[src/ssccm_pkg.sv]
/*
  Shared constants and carrier types for the serial clock management block.
  Assumes a single 100 MHz clock and a classic Wishbone slave with 32-bit data.
*/
package ssccm_pkg;

  // Register byte offsets
  localparam logic [7:0] SSCCM_DIV_OFS = 8'h00;
  localparam logic [7:0] SSCCM_TCM_OFS = 8'h04;
  localparam logic [7:0] SSCCM_RCM_OFS = 8'h08;
  localparam logic [7:0] SSCCM_STAT_OFS = 8'h0C;
  localparam logic [7:0] SSCCM_MASK_OFS = 8'h10;

  // Divider field
  localparam int SSCCM_DIV_W = 12;
  localparam logic [11:0] SSCCM_DIV_RST = 12'h000;

  // Clock mode field positions
  localparam int SSCCM_SRC_LSB = 0;
  localparam int SSCCM_OUT_LSB = 2;
  localparam int SSCCM_INV_BIT = 4;
  localparam int SSCCM_SYNC_BIT = 5;
  localparam int SSCCM_MODE_W = 6;
  localparam logic [5:0] SSCCM_MODE_RST = 6'h00;

  // Clock source encodings
  localparam logic [1:0] SSCCM_SRC_DIV = 2'h0;
  localparam logic [1:0] SSCCM_SRC_OTHER = 2'h1;
  localparam logic [1:0] SSCCM_SRC_PAD = 2'h2;

  // Clock output encodings
  localparam logic [1:0] SSCCM_OUT_NONE = 2'h0;
  localparam logic [1:0] SSCCM_OUT_CONT = 2'h1;
  localparam logic [1:0] SSCCM_OUT_XFER = 2'h2;

  // Status bit positions
  localparam int SSCCM_ST_RXAV = 0;
  localparam int SSCCM_ST_FULL = 1;
  localparam int SSCCM_ST_OVR = 2;
  localparam int SSCCM_ST_TFS = 3;
  localparam int SSCCM_ST_RFS = 4;
  localparam int SSCCM_ST_W = 5;
  localparam logic [4:0] SSCCM_MASK_RST = 5'h00;

  // Receive buffer shape
  localparam int SSCCM_WORD_W = 8;
  localparam int SSCCM_FIFO_D = 16;

  // Pad inputs, sampled through synchronisers on clk_i
  typedef struct packed {
    logic rd;
    logic tx_fs;
    logic rx_fs;
    logic tx_clk;
    logic rx_clk;
  } ssccm_pad_in_t;

  // Clock pad drive
  typedef struct packed {
    logic rx_clk_o;
    logic rx_clk_oe;
    logic tx_clk_o;
    logic tx_clk_oe;
  } ssccm_pad_out_t;

  // Internal clock events handed to the shifters
  typedef struct packed {
    logic tx_level;
    logic tx_rise;
    logic tx_fall;
    logic tx_start;
    logic rx_level;
    logic rx_rise;
    logic rx_fall;
    logic rx_start;
  } ssccm_clk_evt_t;

endpackage

[src/ssccm_top.sv]
/*
  Clock divider, clock source selection, inversion, clock pad drive and interrupt
  front end of the synchronous serial controller, with a receive word buffer.
  Assumes pads are sampled on clk_i and a classic Wishbone master.
*/
// Our own choices: register access over Wishbone and the register addresses.
`timescale 1ns/1ps

module ssccm_fifo #(
  parameter int WIDTH = 8,
  parameter int DEPTH = 16
) (
  // Clock and reset
  input wire logic clk_i,
  input wire logic rst_i,
  // Fill side
  input wire logic in_valid_i,
  output logic in_ready_o,
  input wire logic [WIDTH-1:0] in_data_i,
  // Drain side
  output logic out_valid_o,
  input wire logic out_ready_i,
  output logic [WIDTH-1:0] out_data_o,
  // Fill state
  output logic full_o
);
  localparam int AW = $clog2(DEPTH);
  logic [WIDTH-1:0] mem_r [DEPTH];
  logic [AW-1:0] wr_r;
  logic [AW-1:0] rd_r;
  logic [AW:0] cnt_r;
  logic push;
  logic pop;

  assign full_o = (cnt_r == (AW+1)'(DEPTH));
  assign in_ready_o = !full_o;
  assign out_valid_o = (cnt_r != '0);
  assign push = in_valid_i && in_ready_o;
  assign pop = out_valid_o && out_ready_i;
  assign out_data_o = mem_r[rd_r];

  always_ff @(posedge clk_i) begin
    if (push) begin
      mem_r[wr_r] <= in_data_i;
    end
  end

  always_ff @(posedge clk_i) begin
    if (rst_i) begin
      wr_r <= '0;
      rd_r <= '0;
      cnt_r <= '0;
    end else begin
      if (push) begin
        wr_r <= wr_r + 1'b1;
      end
      if (pop) begin
        rd_r <= rd_r + 1'b1;
      end
      cnt_r <= cnt_r + (AW+1)'(push) - (AW+1)'(pop);
    end
  end
endmodule

module ssccm_top (
  // Clock and reset
  input wire logic clk_i,
  input wire logic rst_i,
  // Wishbone slave
  input wire logic cyc_i,
  input wire logic stb_i,
  input wire logic we_i,
  input wire logic [7:0] adr_i,
  input wire logic [3:0] sel_i,
  input wire logic [31:0] dat_i,
  output logic [31:0] dat_o,
  output logic ack_o,
  // Pads
  input wire ssccm_pkg::ssccm_pad_in_t pad_i,
  output ssccm_pkg::ssccm_pad_out_t pad_o,
  // Transfer state from the shifters
  input wire logic tx_active_i,
  input wire logic rx_active_i,
  // Selected clocks and starts
  output ssccm_pkg::ssccm_clk_evt_t evt_o,
  // Received words
  output logic rx_valid_o,
  input wire logic rx_ready_i,
  output logic [ssccm_pkg::SSCCM_WORD_W-1:0] rx_data_o,
  // Interrupt
  output logic irq_o
);
  import ssccm_pkg::*;

  logic [SSCCM_DIV_W-1:0] div_r;
  logic [SSCCM_MODE_W-1:0] tcm_r;
  logic [SSCCM_MODE_W-1:0] rcm_r;
  logic [SSCCM_ST_W-1:0] mask_r;
  logic [SSCCM_DIV_W-1:0] dcnt_r;
  logic dclk_r;
  logic [4:0] s1_r;
  logic [4:0] s2_r;
  logic [4:0] s3_r;
  logic [4:0] rise;
  logic [4:0] fall;
  logic tx_own;
  logic rx_own;
  logic tx_sel;
  logic rx_sel;
  logic tx_int;
  logic rx_int;
  logic tx_prev_r;
  logic rx_prev_r;
  logic tx_fs_edge;
  logic rx_fs_edge;
  logic [SSCCM_WORD_W-1:0] shf_r;
  logic [$clog2(SSCCM_WORD_W):0] bits_r;
  logic word_vld;
  logic fifo_rdy;
  logic fifo_full;
  logic ovr_r;
  logic tfs_r;
  logic rfs_r;
  logic [SSCCM_ST_W-1:0] pend;
  logic ack_r;
  logic [31:0] rdat_r;
  logic req;
  logic stat_rd;
  ssccm_pad_out_t pad_r;
  ssccm_clk_evt_t evt_r;
  logic irq_r;

  assign req = cyc_i && stb_i && !ack_r;
  assign ack_o = ack_r;
  assign dat_o = rdat_r;
  assign pad_o = pad_r;
  assign evt_o = evt_r;
  assign irq_o = irq_r;
  assign stat_rd = req && !we_i && (adr_i == SSCCM_STAT_OFS);

  // Bus answer one cycle after the request
  always_ff @(posedge clk_i) begin
    if (rst_i) begin
      ack_r <= 1'b0;
    end else begin
      ack_r <= req;
    end
  end

  // Control register writes, byte lanes honoured
  always_ff @(posedge clk_i) begin
    if (rst_i) begin
      div_r <= SSCCM_DIV_RST;
      tcm_r <= SSCCM_MODE_RST;
      rcm_r <= SSCCM_MODE_RST;
      mask_r <= SSCCM_MASK_RST;
    end else if (req && we_i) begin
      case (adr_i)
        SSCCM_DIV_OFS: begin
          if (sel_i[0]) div_r[7:0] <= dat_i[7:0];
          if (sel_i[1]) div_r[11:8] <= dat_i[11:8];
        end
        SSCCM_TCM_OFS: if (sel_i[0]) tcm_r <= dat_i[SSCCM_MODE_W-1:0];
        SSCCM_RCM_OFS: if (sel_i[0]) rcm_r <= dat_i[SSCCM_MODE_W-1:0];
        SSCCM_MASK_OFS: if (sel_i[0]) mask_r <= dat_i[SSCCM_ST_W-1:0];
        default: begin
        end
      endcase
    end
  end

  // Register reads; unmapped offsets read zero
  always_ff @(posedge clk_i) begin
    if (rst_i) begin
      rdat_r <= 32'h00000000;
    end else if (req && !we_i) begin
      case (adr_i)
        SSCCM_DIV_OFS: rdat_r <= {20'h00000, div_r};
        SSCCM_TCM_OFS: rdat_r <= {26'h0000000, tcm_r};
        SSCCM_RCM_OFS: rdat_r <= {26'h0000000, rcm_r};
        SSCCM_STAT_OFS: rdat_r <= {27'h0000000, pend};
        SSCCM_MASK_OFS: rdat_r <= {27'h0000000, mask_r};
        default: rdat_r <= 32'h00000000;
      endcase
    end
  end

  // Divider: each level lasts div_r cycles, idle at zero
  always_ff @(posedge clk_i) begin
    if (rst_i || div_r == SSCCM_DIV_RST) begin
      dcnt_r <= '0;
      dclk_r <= 1'b0;
    end else if (dcnt_r >= div_r - 1'b1) begin
      dcnt_r <= '0;
      dclk_r <= !dclk_r;
    end else begin
      dcnt_r <= dcnt_r + 1'b1;
    end
  end

  // Pad synchronisers with edge detection from the second stage
  genvar g;
  generate
    for (g = 0; g < 5; g++) begin : g_sync
      always_ff @(posedge clk_i) begin
        if (rst_i) begin
          s1_r[g] <= 1'b0;
          s2_r[g] <= 1'b0;
          s3_r[g] <= 1'b0;
        end else begin
          s1_r[g] <= pad_i[g];
          s2_r[g] <= s1_r[g];
          s3_r[g] <= s2_r[g];
        end
      end
      assign rise[g] = s2_r[g] && !s3_r[g];
      assign fall[g] = !s2_r[g] && s3_r[g];
    end
  endgenerate

  // Source selection; the other side's own source avoids a loop
  assign tx_own = (tcm_r[SSCCM_OUT_LSB+:2] != SSCCM_OUT_NONE) ? dclk_r :
                  ((tcm_r[SSCCM_SRC_LSB+:2] == SSCCM_SRC_PAD) ? s2_r[1] : dclk_r);
  assign rx_own = (rcm_r[SSCCM_OUT_LSB+:2] != SSCCM_OUT_NONE) ? dclk_r :
                  ((rcm_r[SSCCM_SRC_LSB+:2] == SSCCM_SRC_PAD) ? s2_r[0] : dclk_r);
  assign tx_sel = (tcm_r[SSCCM_SRC_LSB+:2] == SSCCM_SRC_OTHER) ? rx_own :
                  ((tcm_r[SSCCM_SRC_LSB+:2] == SSCCM_SRC_PAD) ? s2_r[1] : dclk_r);
  assign rx_sel = (rcm_r[SSCCM_SRC_LSB+:2] == SSCCM_SRC_OTHER) ? tx_own :
                  ((rcm_r[SSCCM_SRC_LSB+:2] == SSCCM_SRC_PAD) ? s2_r[0] : dclk_r);
  assign tx_int = tx_sel ^ tcm_r[SSCCM_INV_BIT];
  assign rx_int = rx_sel ^ rcm_r[SSCCM_INV_BIT];
  assign tx_fs_edge = rise[3] || fall[3];
  assign rx_fs_edge = rise[2] || fall[2];

  // Internal clock levels, edges and starts
  always_ff @(posedge clk_i) begin
    if (rst_i) begin
      tx_prev_r <= 1'b0;
      rx_prev_r <= 1'b0;
      evt_r <= '0;
    end else begin
      tx_prev_r <= tx_int;
      rx_prev_r <= rx_int;
      evt_r.tx_level <= tx_int;
      evt_r.tx_rise <= tx_int && !tx_prev_r;
      evt_r.tx_fall <= !tx_int && tx_prev_r;
      evt_r.rx_level <= rx_int;
      evt_r.rx_rise <= rx_int && !rx_prev_r;
      evt_r.rx_fall <= !rx_int && rx_prev_r;
      evt_r.tx_start <= tcm_r[SSCCM_SYNC_BIT] ? rx_fs_edge : tx_fs_edge;
      evt_r.rx_start <= rcm_r[SSCCM_SYNC_BIT] ? tx_fs_edge : rx_fs_edge;
    end
  end

  // Clock pads carry the uninverted clock
  always_ff @(posedge clk_i) begin
    if (rst_i) begin
      pad_r <= '0;
    end else begin
      pad_r.tx_clk_o <= tx_sel;
      pad_r.rx_clk_o <= rx_sel;
      pad_r.tx_clk_oe <= (tcm_r[SSCCM_OUT_LSB+:2] == SSCCM_OUT_CONT) ||
        ((tcm_r[SSCCM_OUT_LSB+:2] == SSCCM_OUT_XFER) && tx_active_i);
      pad_r.rx_clk_oe <= (rcm_r[SSCCM_OUT_LSB+:2] == SSCCM_OUT_CONT) ||
        ((rcm_r[SSCCM_OUT_LSB+:2] == SSCCM_OUT_XFER) && rx_active_i);
    end
  end

  // Receive bits gathered into words; a full buffer holds the shifter
  assign word_vld = (bits_r == ($clog2(SSCCM_WORD_W)+1)'(SSCCM_WORD_W));
  always_ff @(posedge clk_i) begin
    if (rst_i) begin
      shf_r <= '0;
      bits_r <= '0;
    end else if (word_vld) begin
      if (fifo_rdy) begin
        bits_r <= '0;
      end
    end else if (rx_active_i && rx_int && !rx_prev_r) begin
      shf_r <= {shf_r[SSCCM_WORD_W-2:0], s2_r[4]};
      bits_r <= bits_r + 1'b1;
    end
  end

  ssccm_fifo #(
    .WIDTH(SSCCM_WORD_W),
    .DEPTH(SSCCM_FIFO_D)
  ) u_fifo (
    .clk_i(clk_i),
    .rst_i(rst_i),
    .in_valid_i(word_vld),
    .in_ready_o(fifo_rdy),
    .in_data_i(shf_r),
    .out_valid_o(rx_valid_o),
    .out_ready_i(rx_ready_i),
    .out_data_o(rx_data_o),
    .full_o(fifo_full)
  );

  // Sticky events cleared by a status read; a new event wins
  always_ff @(posedge clk_i) begin
    if (rst_i) begin
      ovr_r <= 1'b0;
      tfs_r <= 1'b0;
      rfs_r <= 1'b0;
    end else begin
      ovr_r <= (word_vld && !fifo_rdy && rx_int && !rx_prev_r && rx_active_i) ||
               (ovr_r && !stat_rd);
      tfs_r <= tx_fs_edge || (tfs_r && !stat_rd);
      rfs_r <= rx_fs_edge || (rfs_r && !stat_rd);
    end
  end

  assign pend = {rfs_r, tfs_r, ovr_r, fifo_full, rx_valid_o};

  always_ff @(posedge clk_i) begin
    if (rst_i) begin
      irq_r <= 1'b0;
    end else begin
      irq_r <= |(pend & mask_r);
    end
  end
endmodule

[config.mk]
export PLATFORM = sky130hd
export DESIGN_NAME = ssccm_top
export DESIGN_NICKNAME = d
export VERILOG_FILES = /design/src/ssccm_pkg.sv /design/src/ssccm_top.sv
export SDC_FILE = /design/constraint.sdc
export NUM_CORES = 1
export LEC_CHECK = 0
export ABC_CLOCK_PERIOD_IN_PS = 5800
export BUFFER_PORTS_ARGS = -buffer_cell sky130_fd_sc_hd__buf_4
export CAP_MARGIN = 30
export CORE_ASPECT_RATIO = 1.75
export CORE_MARGIN = 2
export CORE_UTILIZATION = 45
export DETAILED_ROUTE_END_ITERATION = 10
export PLACE_DENSITY = 0.64
export SETUP_SLACK_MARGIN = 0.05
export SYNTH_ARGS = -nofsm -noshare
export SYNTH_HDL_FRONTEND = slang
export SYNTH_SLANG_ARGS = --single-unit
[constraint.sdc]
create_clock -name clk_i -period 5.8 [get_ports clk_i]
set_input_delay 0.29 -clock clk_i [delete_from_list [all_inputs] [get_ports clk_i]]
set_output_delay 0.29 -clock clk_i [all_outputs]
set_load 0.05 [all_outputs]
==> results of run 1 <==
==> kinds of logic after synthesis <==
family                   after synthesis  synth area share [%]
adder cells (fa/ha/maj)               29                  3.68
other                                  1                0.0373
flip-flops                           240                  60.5
XOR/XNOR                              33                  2.87
buffers and inverters                 77                  3.76
AND/OR/NAND/NOR                      230                  11.0
AO/OA/AOI/OAI                         89                  5.62
multiplexers                          73                  12.5
==> critical path: stages (launching register included) <==
cell     delay, ns
dfxtp_1       0.37
nor4_1        0.45
nand2_1       0.17
nor4_1        0.30
xnor2_1       0.12
ha_1          0.30
nand2_1       0.05
nand2_1       0.09
a21o_1        0.09
o21ai_0       0.12
o21ai_1       0.74
nor2_1        0.12
==> cell usage after synthesis, drive strengths merged, types with 2 or more instances <==
cell type and number:
a22oi 7, a31oi 2, nand3 21, o211ai 2, edfxtp 128, and3b 4
xor2 18, o21a 2, o21ai 21, ha 28, or3 4, nand3b 4
mux2i 23, buf 32, nor2 88, nor2b 17, dfxtp 112, clkbuf 25
nor4 4, mux2 9, a221o 4, and2 2, nand4 4, nand2 42
xnor2 15, nand2b 6, a21oi 35, and3 7, a21o 4, or4 3
a211oi 3, inv 20, nor3 18, mux4 41
==> final cells by class <==
type,count,area [um2]
clock buffer,25,583
clock inverter,13,140
fill,1904,10400
inverter,20,75.1
multi-input combinational,474,3680
sequential,240,6090
tap,296,370
timing repair buffer,77,608
==> metal layers <==
layer | GRT usage, % | up-vias
met4 | 6.34 | 0
met1 | 18.8 | 2914
met2 | 34.1 | 133
met5 | 0 | -
met3 | 2.14 | 37
li1 | - | 2899
==> stage by stage <==
stage               power (uW)  hold WS [ns]
floorplan                 2230         0.414
global placement          2320         0.425
detailed placement        2320         0.428
CTS                       3790      0.000728
global route              3890       0.00224
finish                    3740        0.0204
==> state kept, by name (all words and copies together) (netlist names), named ones only <==
signal        count
tfs_r             1
div_r            12
rcm_r             6
rfs_r             1
shf_r             8
u_fifo.wr_r       4
evt_o             8
u_fifo.cnt_r      5
s3_r              2
irq_o             1
mask_r            5
u_fifo.mem_r    128
s2_r              5
ovr_r             1
bits_r            4
dat_o            12
dclk_r            1
s1_r              5
tcm_r             6
pad_o             4
u_fifo.rd_r       4
dcnt_r           12
ack_o             1
==> path summary, 6_finish.rpt <==
| check | startpoint | cells after the start | slack, ns | to |
|---|---|---|---|---|
| min | pad_i[3] | 2 | 0.02 | s1_r[3] |
| min reg2reg | s1_r[2] | 1 | 0.44 | s2_r[2] |
| max reg2reg | div_r[2] | 11 | 2.71 | dcnt_r[2] |
| max | div_r[2] | 11 | 2.71 | dcnt_r[2] |
==> power by group <==
group          internal (uW)  switching [uW]  total, uW
registers               1810            49.7       1860
logic                    186             237        422
clock network            852             606       1460
==> impl_metrics.yaml, run 1 <==
synthesis:
  synth_area_mm2: 0.0101
  netlist_top_cells_area: "edfxtp_1 (38%), dfxtp_1 (22%), mux4_2 (9.2%)"
  syn_inst: 772
  synth_top_area_cell: "edfxtp_1"
  async_flop_share_pct: 0
  synthFlopType: "edfxtp_1"
  yosysUniqueCellTypes: 57
  ys_ff_latch: 240
  avgSynthCellArea_um2: 13.0
  ys_seq_area_share_pct: 60.5
  synth_edf_count: 128
  synth.top_cell.area_share_pct: 38.2
  ys_warn_count: 0
place:
  gp_congestion: 0.800
  io_buffers: 69
  placed_cell_area_mm2: 0.0108
  dp_cells: 1102
  place_hpwl_um: 14200
  pre_cts_slack_ns: 2.65
layout:
  fin_cells: 1145
  final_cell_area_mm2: 0.0115
  area.growth.synth_to_final_pct: 14.8
  fin_util_pct: 52.5
  drive_above_1_share_pct: 19.7
  layout_commonest_cell: "edfxtp_1"
  layout.nets: 921
  antenna_cells: 0
  mostFrequentLayoutCells: "edfxtp_1 (128), dfxtp_1 (110), nor2_1 (88)"
die:
  rows: 72
  die_x_um: 117
  io_pins: 112
  start_util_pct: 45.7
  die_h_um: 202
  core_mm2: 0.0220
  die_area_mm2: 0.0236
grt:
  grt_max_degree: 99
  grt.total_usage_pct: 17.6
  overflow: 0
  antenna_found_initial: 0
  grt_pass1_wl_um: 32000
  grt_pass1_vias: 6075
worst_setup_path:
  arrival_ns: 3.44
  critPathCaptureType: "flop"
  path_class: "flop to flop"
  start_kind: "flop"
  required_ns: 6.15
  critPathMaxFanout: 12
routing:
  first_pass_iters: 4
  highest_layer: "met4"
  vias_per_cell: 5.23
  met2WireLength_um: 11500
  vias: 5983
  wirelength_met1_um: 7380
  wl_um: 20300
  drtIter0Drc: 326
  drcViolationCount: 0
  ant_nets: 0
  wl_per_cell_um: 17.7
  dr_wl_met3_um: 680
clock_network:
  ctsHoldBuffers: 4
  htree_levels: 1
  clk_latency_ns: 0.50
  clock-sinks: 240
  cts-resized-gates: 0
  cts_buffers: 22
  cts_max_path_buffers: 3
  clkTransAtPathRegs_ns: 0.07
  cts_tree: "done"
  root_buffer: "clkbuf_16"
  post_cts_buffers: 0
sta:
  max_freq_mhz: 324
  finalSetupTns_ns: 0
  setup_viol: 0
  hold_viol: 0
  fin_crit_sh_pct: 53.3
  finalMaxSlewViolations: 0
  relSlewSlack_pct: 32.0
  period_minus_slack_ns: 3.09
  timing.final.ws_setup_ns: 2.71
  rsz0062_at_grt: "false"
  tightest_slew_ns: 1.02
  clock_skew_ns: 0.00929
power_and_ir_drop:
  power.density_mw_per_mm2: 324
  p_leak_uw: 0.00409
  irDropWorstVdd_mv: 0.255
worst_hold_path:
  hp-class: "primary input to flop"
job:
  max_cap_viol_count: 0
run_status:
  status: "completed"
Power figures use the tool's default switching activity.
==> run 2: changes to the inputs <==
Settings changed: ABC_CLOCK_PERIOD_IN_PS 5800 to 2500, PLACE_DENSITY 0.64 to 0.66.
Clock period 5.8 ns to 2.5 ns, I/O delays scaled along.
==> run 2 against run 1 <==
  * The flow now finishes with violations (setup timing)
  * Worst hold slack got worse by 0.0064 ns
  * Final area rose by 7.9%
  * Largest power group unchanged
  * Core utilization rose by 4.2 points
  * Power rose to 2.5 times the previous value
==> impl_metrics.yaml, run 2 (synthesis results as in run 1) <==
power_and_ir_drop:
  p_sw_uw: 2210
  comb_power_share_pct: 15.5
  p_leak_uw: 0.00451
  p_clk_share_pct: 39.3
  power.density_mw_per_mm2: 759
  share_seq_of_total_power_pct: 45.2
  switching_share_pct: 23.4
  irDropWorstVdd_mv: 0.533
  p_int_uw: 7240
routing:
  wl_per_cell_um: 17.5
  vias_per_cell: 5.18
  first_pass_iters: 5
  vias: 6306
  drcViolationCount: 0
  drtIter0Drc: 243
  wl_um: 21300
  ant_nets: 0
die:
  io_pins: 112
  core_mm2: 0.0220
  die_x_um: 117
  die_h_um: 202
  start_util_pct: 45.7
  die_area_mm2: 0.0236
  rows: 72
grt:
  antenna_found_initial: 0
  overflow: 0
  grt_pass1_wl_um: 33900
  grt.total_usage_pct: 18.6
  grt_pass1_vias: 6432
  grt_max_degree: 74
clock_network:
  clkTransAtPathRegs_ns: 0.07
  cts_buffers: 22
  clk_latency_ns: 0.50
  root_buffer: "clkbuf_16"
  cts_max_path_buffers: 3
  clock-sinks: 240
  cts_tree: "done"
  htree_levels: 1
sta:
  relSlewSlack_pct: 48.9
  clock_skew_ns: 0.00856
  timing.final.ws_setup_ns: -0.135
  rsz0062_at_grt: "true"
  max_freq_mhz: 380
  period_minus_slack_ns: 2.63
  setup_viol: 2
  finalMaxSlewViolations: 0
  hold_viol: 0
  timing.hold.ws_ns: 0.0140
  fin_crit_sh_pct: 105
  tightest_slew_ns: 0.766
place:
  place_hpwl_um: 14900
  dp_cells: 1147
  placed_cell_area_mm2: 0.0112
  io_buffers: 69
  gp_congestion: 0.861
worst_setup_path:
  crit_top_cell: "inv_2"
  crit_start: "u_fifo.cnt_r[2]"
  path_class: "flop to flop"
  critPathMaxStageDelay_ns: 0.46
  start_kind: "flop"
  arrival_ns: 3.07
  required_ns: 2.93
  critPathCaptureType: "flop"
  crit_buf_inv: 4
  cp_slowest_cell: "or4b_4"
  critPathTopFamily: "simple AND/OR/NAND/NOR gates"
  r2r_start: "u_fifo.cnt_r[2]"
  critPathMaxFanout: 2
  path_cells: "inv_2 -> ha_4 -> or4b_4 -> and2_4 -> ha_4 -> inv_2 -> ha_4 -> inv_2 -> fa_2 -> inv_2 -> a21oi_2 -> nor2_1 -> or3_1 -> a21oi_2"
worst_hold_path:
  worstHoldStart: "we_i"
  hp-class: "primary input to flop"
layout:
  largest_reg_flops: 128
  antenna_cells: 0
  final_cell_area_mm2: 0.0125
  drive_above_1_share_pct: 28.2
  mostFrequentLayoutCells: "edfxtp_1 (128), buf_4 (111), dfxtp_1 (106)"
  fin_cells: 1218
  layout.nets: 992
  layout_commonest_cell: "edfxtp_1"
  area.growth.synth_to_final_pct: 24.0
  max_flop_register: "u_fifo.mem_r"
job:
  max_cap_viol_count: 0
run_status:
  violations: "setup timing"
  status: "finished with violations"
-- run 2: cell types whose count changed in the layout (fill, tap and decap cells not counted), sizes merged --
cell / before / now
clkbuf: 25 / 24
clkinv: 6 / 7
bufinv: 3 / 6
buf: 73 / 128
dlygate4sd3: 4 / 20
clkinvlp: 4 / 3
-- run 2: per-layer routing --
layer	track usage (%)	vias to the layer above	routed length, um
met4	6.60	0	705
li1	-	3048	-
met5	0	-	0
met1	19.1	3053	7560
met3	2.26	42	785
met2	36.7	163	12300
-- run 2: worst register-to-register path, stage by stage, from the launching register on --
cell and delay [ns]:
dfxtp_2 0.32, inv_2 0.07, ha_4 0.12, or4b_4 0.46, and2_4 0.19, ha_4 0.26
inv_2 0.04, ha_4 0.15, inv_2 0.04, fa_2 0.19, inv_2 0.04, a21oi_2 0.13
nor2_1 0.06, or3_1 0.37, a21oi_2 0.12
-- run 2: layout make-up --
cell class,count,area (um2)
inverter,20,75.1
sequential,240,6100
multi-input combinational,474,3820
clock inverter,16,229
timing repair buffer,148,1290
tap,296,370
clock buffer,24,579
fill,1826,9520
-- run 2: what timing repair did --
action / in CTS / in global routing
gates resized for setup: 37 / 19
hold endpoints to repair: 36 / 0
cloned: 2 / 0
pin swaps: 20 / 19
setup buffers: 9 / 1
endpoints found under the setup margin: 22 / 24
hold buffers: 20 / 0
-- run 2: worst paths after layout --
kind	cells past startpoint	slack [ns]	endpoint
setup / recovery	14	-0.13	u_fifo.cnt_r[4]
hold / removal	4	0.01	dat_o[0]
setup reg to reg	14	-0.13	u_fifo.cnt_r[4]
hold reg to reg	1	0.44	s2_r[4]
-- run 2: power groups by stage --
stage	Combinational, uW	Clock, uW	Sequential (uW)
2_1_floorplan	900	0	4340
3_3_place_gp	1220	0	4360
3_5_place_dp	1230	0	4360
4_1_cts	1460	3790	4280
5_1_grt	1610	3930	4280
6_report	1470	3710	4270
-- run 2: per-stage QoR --
step | TNS [ns] | total power (uW) | util, % | setup WS (ns)
after floorplan | -0.525 | 5240 | - | -0.309
after global placement | -0.101 | 5580 | 50.8 | -0.101
after detailed placement | -0.139 | 5590 | 50.8 | -0.139
after CTS | -0.215 | 9520 | 56.4 | -0.114
after global routing | -0.442 | 9820 | 56.7 | -0.249
final | -0.159 | 9460 | 56.7 | -0.135
==> run 3: changes to the inputs <==
Settings changed: REMOVE_ABC_BUFFERS set to 1.
==> run 3 against run 2 <==
  * Worst hold slack better by 0.063 ns
  * Cell count hardly changed
  * Sequential cell count stayed put
  * Core utilization is 0.49 points higher
  * Via count is 1.2% higher
  * Wire length is 8.6% higher
  * First-iteration DRC count is 26% higher
  * Global-route usage is 1.6 points higher
  * Register-to-register slack better by 0.07 ns
  * The flow still finishes with violations (setup timing)
  * Power is 1.9% higher
  * Sequential share of layout area is 0.43 points lower
  * Maximum frequency is 2.7% higher
==> impl_metrics.yaml, run 3 (synthesis results as in run 1) <==
layout:
  max_flop_register: "u_fifo.mem_r"
  area.growth.synth_to_final_pct: 25.0
  final_cell_area_mm2: 0.0126
  largest_reg_flops: 128
  fin_cells: 1219
  layout.nets: 993
  antenna_cells: 0
  mostFrequentLayoutCells: "edfxtp_1 (128), buf_4 (108), dfxtp_1 (107)"
  layout_commonest_cell: "edfxtp_1"
  drive_above_1_share_pct: 29.1
sta:
  period_minus_slack_ns: 2.57
  hold_viol: 0
  timing.final.ws_setup_ns: -0.0660
  fin_crit_sh_pct: 103
  rsz0062_at_grt: "true"
  setup_viol: 18
  relSlewSlack_pct: 46.7
  clock_skew_ns: 0.00879
  finalMaxSlewViolations: 0
  timing.hold.ws_ns: 0.0775
  tightest_slew_ns: 0.799
  max_freq_mhz: 390
worst_hold_path:
  worstHoldStart: "adr_i[2]"
  hp-class: "primary input to flop"
  hold_end: "dat_o[5]"
  holdPathStages: 4
power_and_ir_drop:
  p_leak_uw: 0.00454
  irDropWorstVdd_mv: 0.506
  power.density_mw_per_mm2: 767
run_status:
  status: "finished with violations"
  violations: "setup timing"
routing:
  drcViolationCount: 0
  drtIter0Drc: 305
  vias_per_cell: 5.23
  vias: 6381
  wl_um: 23200
  first_pass_iters: 4
  wl_per_cell_um: 19.0
  ant_nets: 0
worst_setup_path:
  cp_slowest_cell: "or4b_4"
  reg2reg_setup_slack_ns: -0.07
  reg2reg_to: "u_fifo.cnt_r[4]"
  crit_buf_inv: 4
  critPathMaxStageDelay_ns: 0.45
  arrival_ns: 3.00
  start_kind: "flop"
  critPathTopFamily: "simple AND/OR/NAND/NOR gates"
  r2r_cells: 14
  critPathMaxFanout: 2
  required_ns: 2.93
  crit_top_cell: "inv_2"
  r2r_start: "u_fifo.cnt_r[2]"
  path_class: "flop to flop"
  critPathCaptureType: "flop"
  path_cells: "inv_2 -> ha_4 -> or4b_4 -> and2_4 -> ha_4 -> inv_2 -> ha_4 -> inv_2 -> fa_2 -> inv_2 -> a21oi_2 -> nor2_1 -> or3_1 -> a21oi_1"
place:
  dp_cells: 1148
  io_buffers: 69
  placed_cell_area_mm2: 0.0111
  gp_congestion: 0.801
  place_hpwl_um: 15600
clock_network:
  cts_buffers: 22
  root_buffer: "clkbuf_16"
  cts_max_path_buffers: 3
  htree_levels: 1
  cts_tree: "done"
  clock-sinks: 240
  clkTransAtPathRegs_ns: 0.07
  clk_latency_ns: 0.51
die:
  start_util_pct: 45.7
  rows: 72
  die_area_mm2: 0.0236
  die_x_um: 117
  core_mm2: 0.0220
  io_pins: 112
  die_h_um: 202
grt:
  antenna_found_initial: 0
  grt.total_usage_pct: 20.1
  overflow: 0
  grt_pass1_vias: 6794
  grt_max_degree: 78
  grt_pass1_wl_um: 36100
job:
  max_cap_viol_count: 0
run 3: layout make-up:
type	instances	area (um2)
Tap cell	296	370
Inverter	20	75.1
Clock inverter	14	234
Sequential cell	240	6090
Fill cell	1850	9410
Multi-Input combinational cell	474	3880
Clock buffer	26	607
Timing Repair Buffer	149	1310
run 3: report_power, final:
group          switching (uW)  internal, uW
Combinational             748           789
Clock                    1460          2370
Sequential               75.1          4190
Total                    2290          7350
run 3: worst max path at each step:
stage	from	to	slack [ns]	cells past startpoint
2_1_floorplan	u_fifo.cnt_r[3]	u_fifo.cnt_r[4]	-0.52	14
3_3_place_gp	u_fifo.cnt_r[2]	u_fifo.cnt_r[4]	-0.18	14
3_5_place_dp	u_fifo.cnt_r[3]	u_fifo.cnt_r[4]	-0.26	14
4_1_cts	u_fifo.cnt_r[2]	u_fifo.cnt_r[4]	-0.09	14
5_1_grt	u_fifo.cnt_r[2]	u_fifo.cnt_r[4]	-0.18	14
6_report	u_fifo.cnt_r[2]	u_fifo.cnt_r[4]	-0.07	14
run 3: through the flow:
step	utilization, %	TNS [ns]	power (uW)	setup WS [ns]
after floorplan	-	-4.86	5100	-0.523
after detailed placement	50.5	-2.31	5550	-0.264
final	57.2	-0.349	9640	-0.0660
after CTS	56.9	-0.170	9760	-0.0913
after global placement	50.5	-1.57	5540	-0.182
after global routing	57.2	-2.64	10000	-0.177
run 3: worst min-delay path: stages:
cell     delay, ns
buf_4         0.17
o21ai_0       0.11
nand3_1       0.08
a21oi_1       0.06
run 3: repair_timing:
action                                  4_1_cts  5_1_grt
resized for setup                            64       21
endpoints found under the hold margin        37        0
setup buffers                                 7        1
cloned                                        4        0
hold buffers                                 21        0
pin swaps                                    29       16
endpoints found under the setup margin       23       23
run 3: metal layers:
layer	vias to the layer above	routed length, um	global-route usage, %
li1	3036	-	-
met1	3167	7720	19.4
met4	0	830	7.52
met3	45	757	2.89
met5	-	0	0
met2	133	13900	40.7
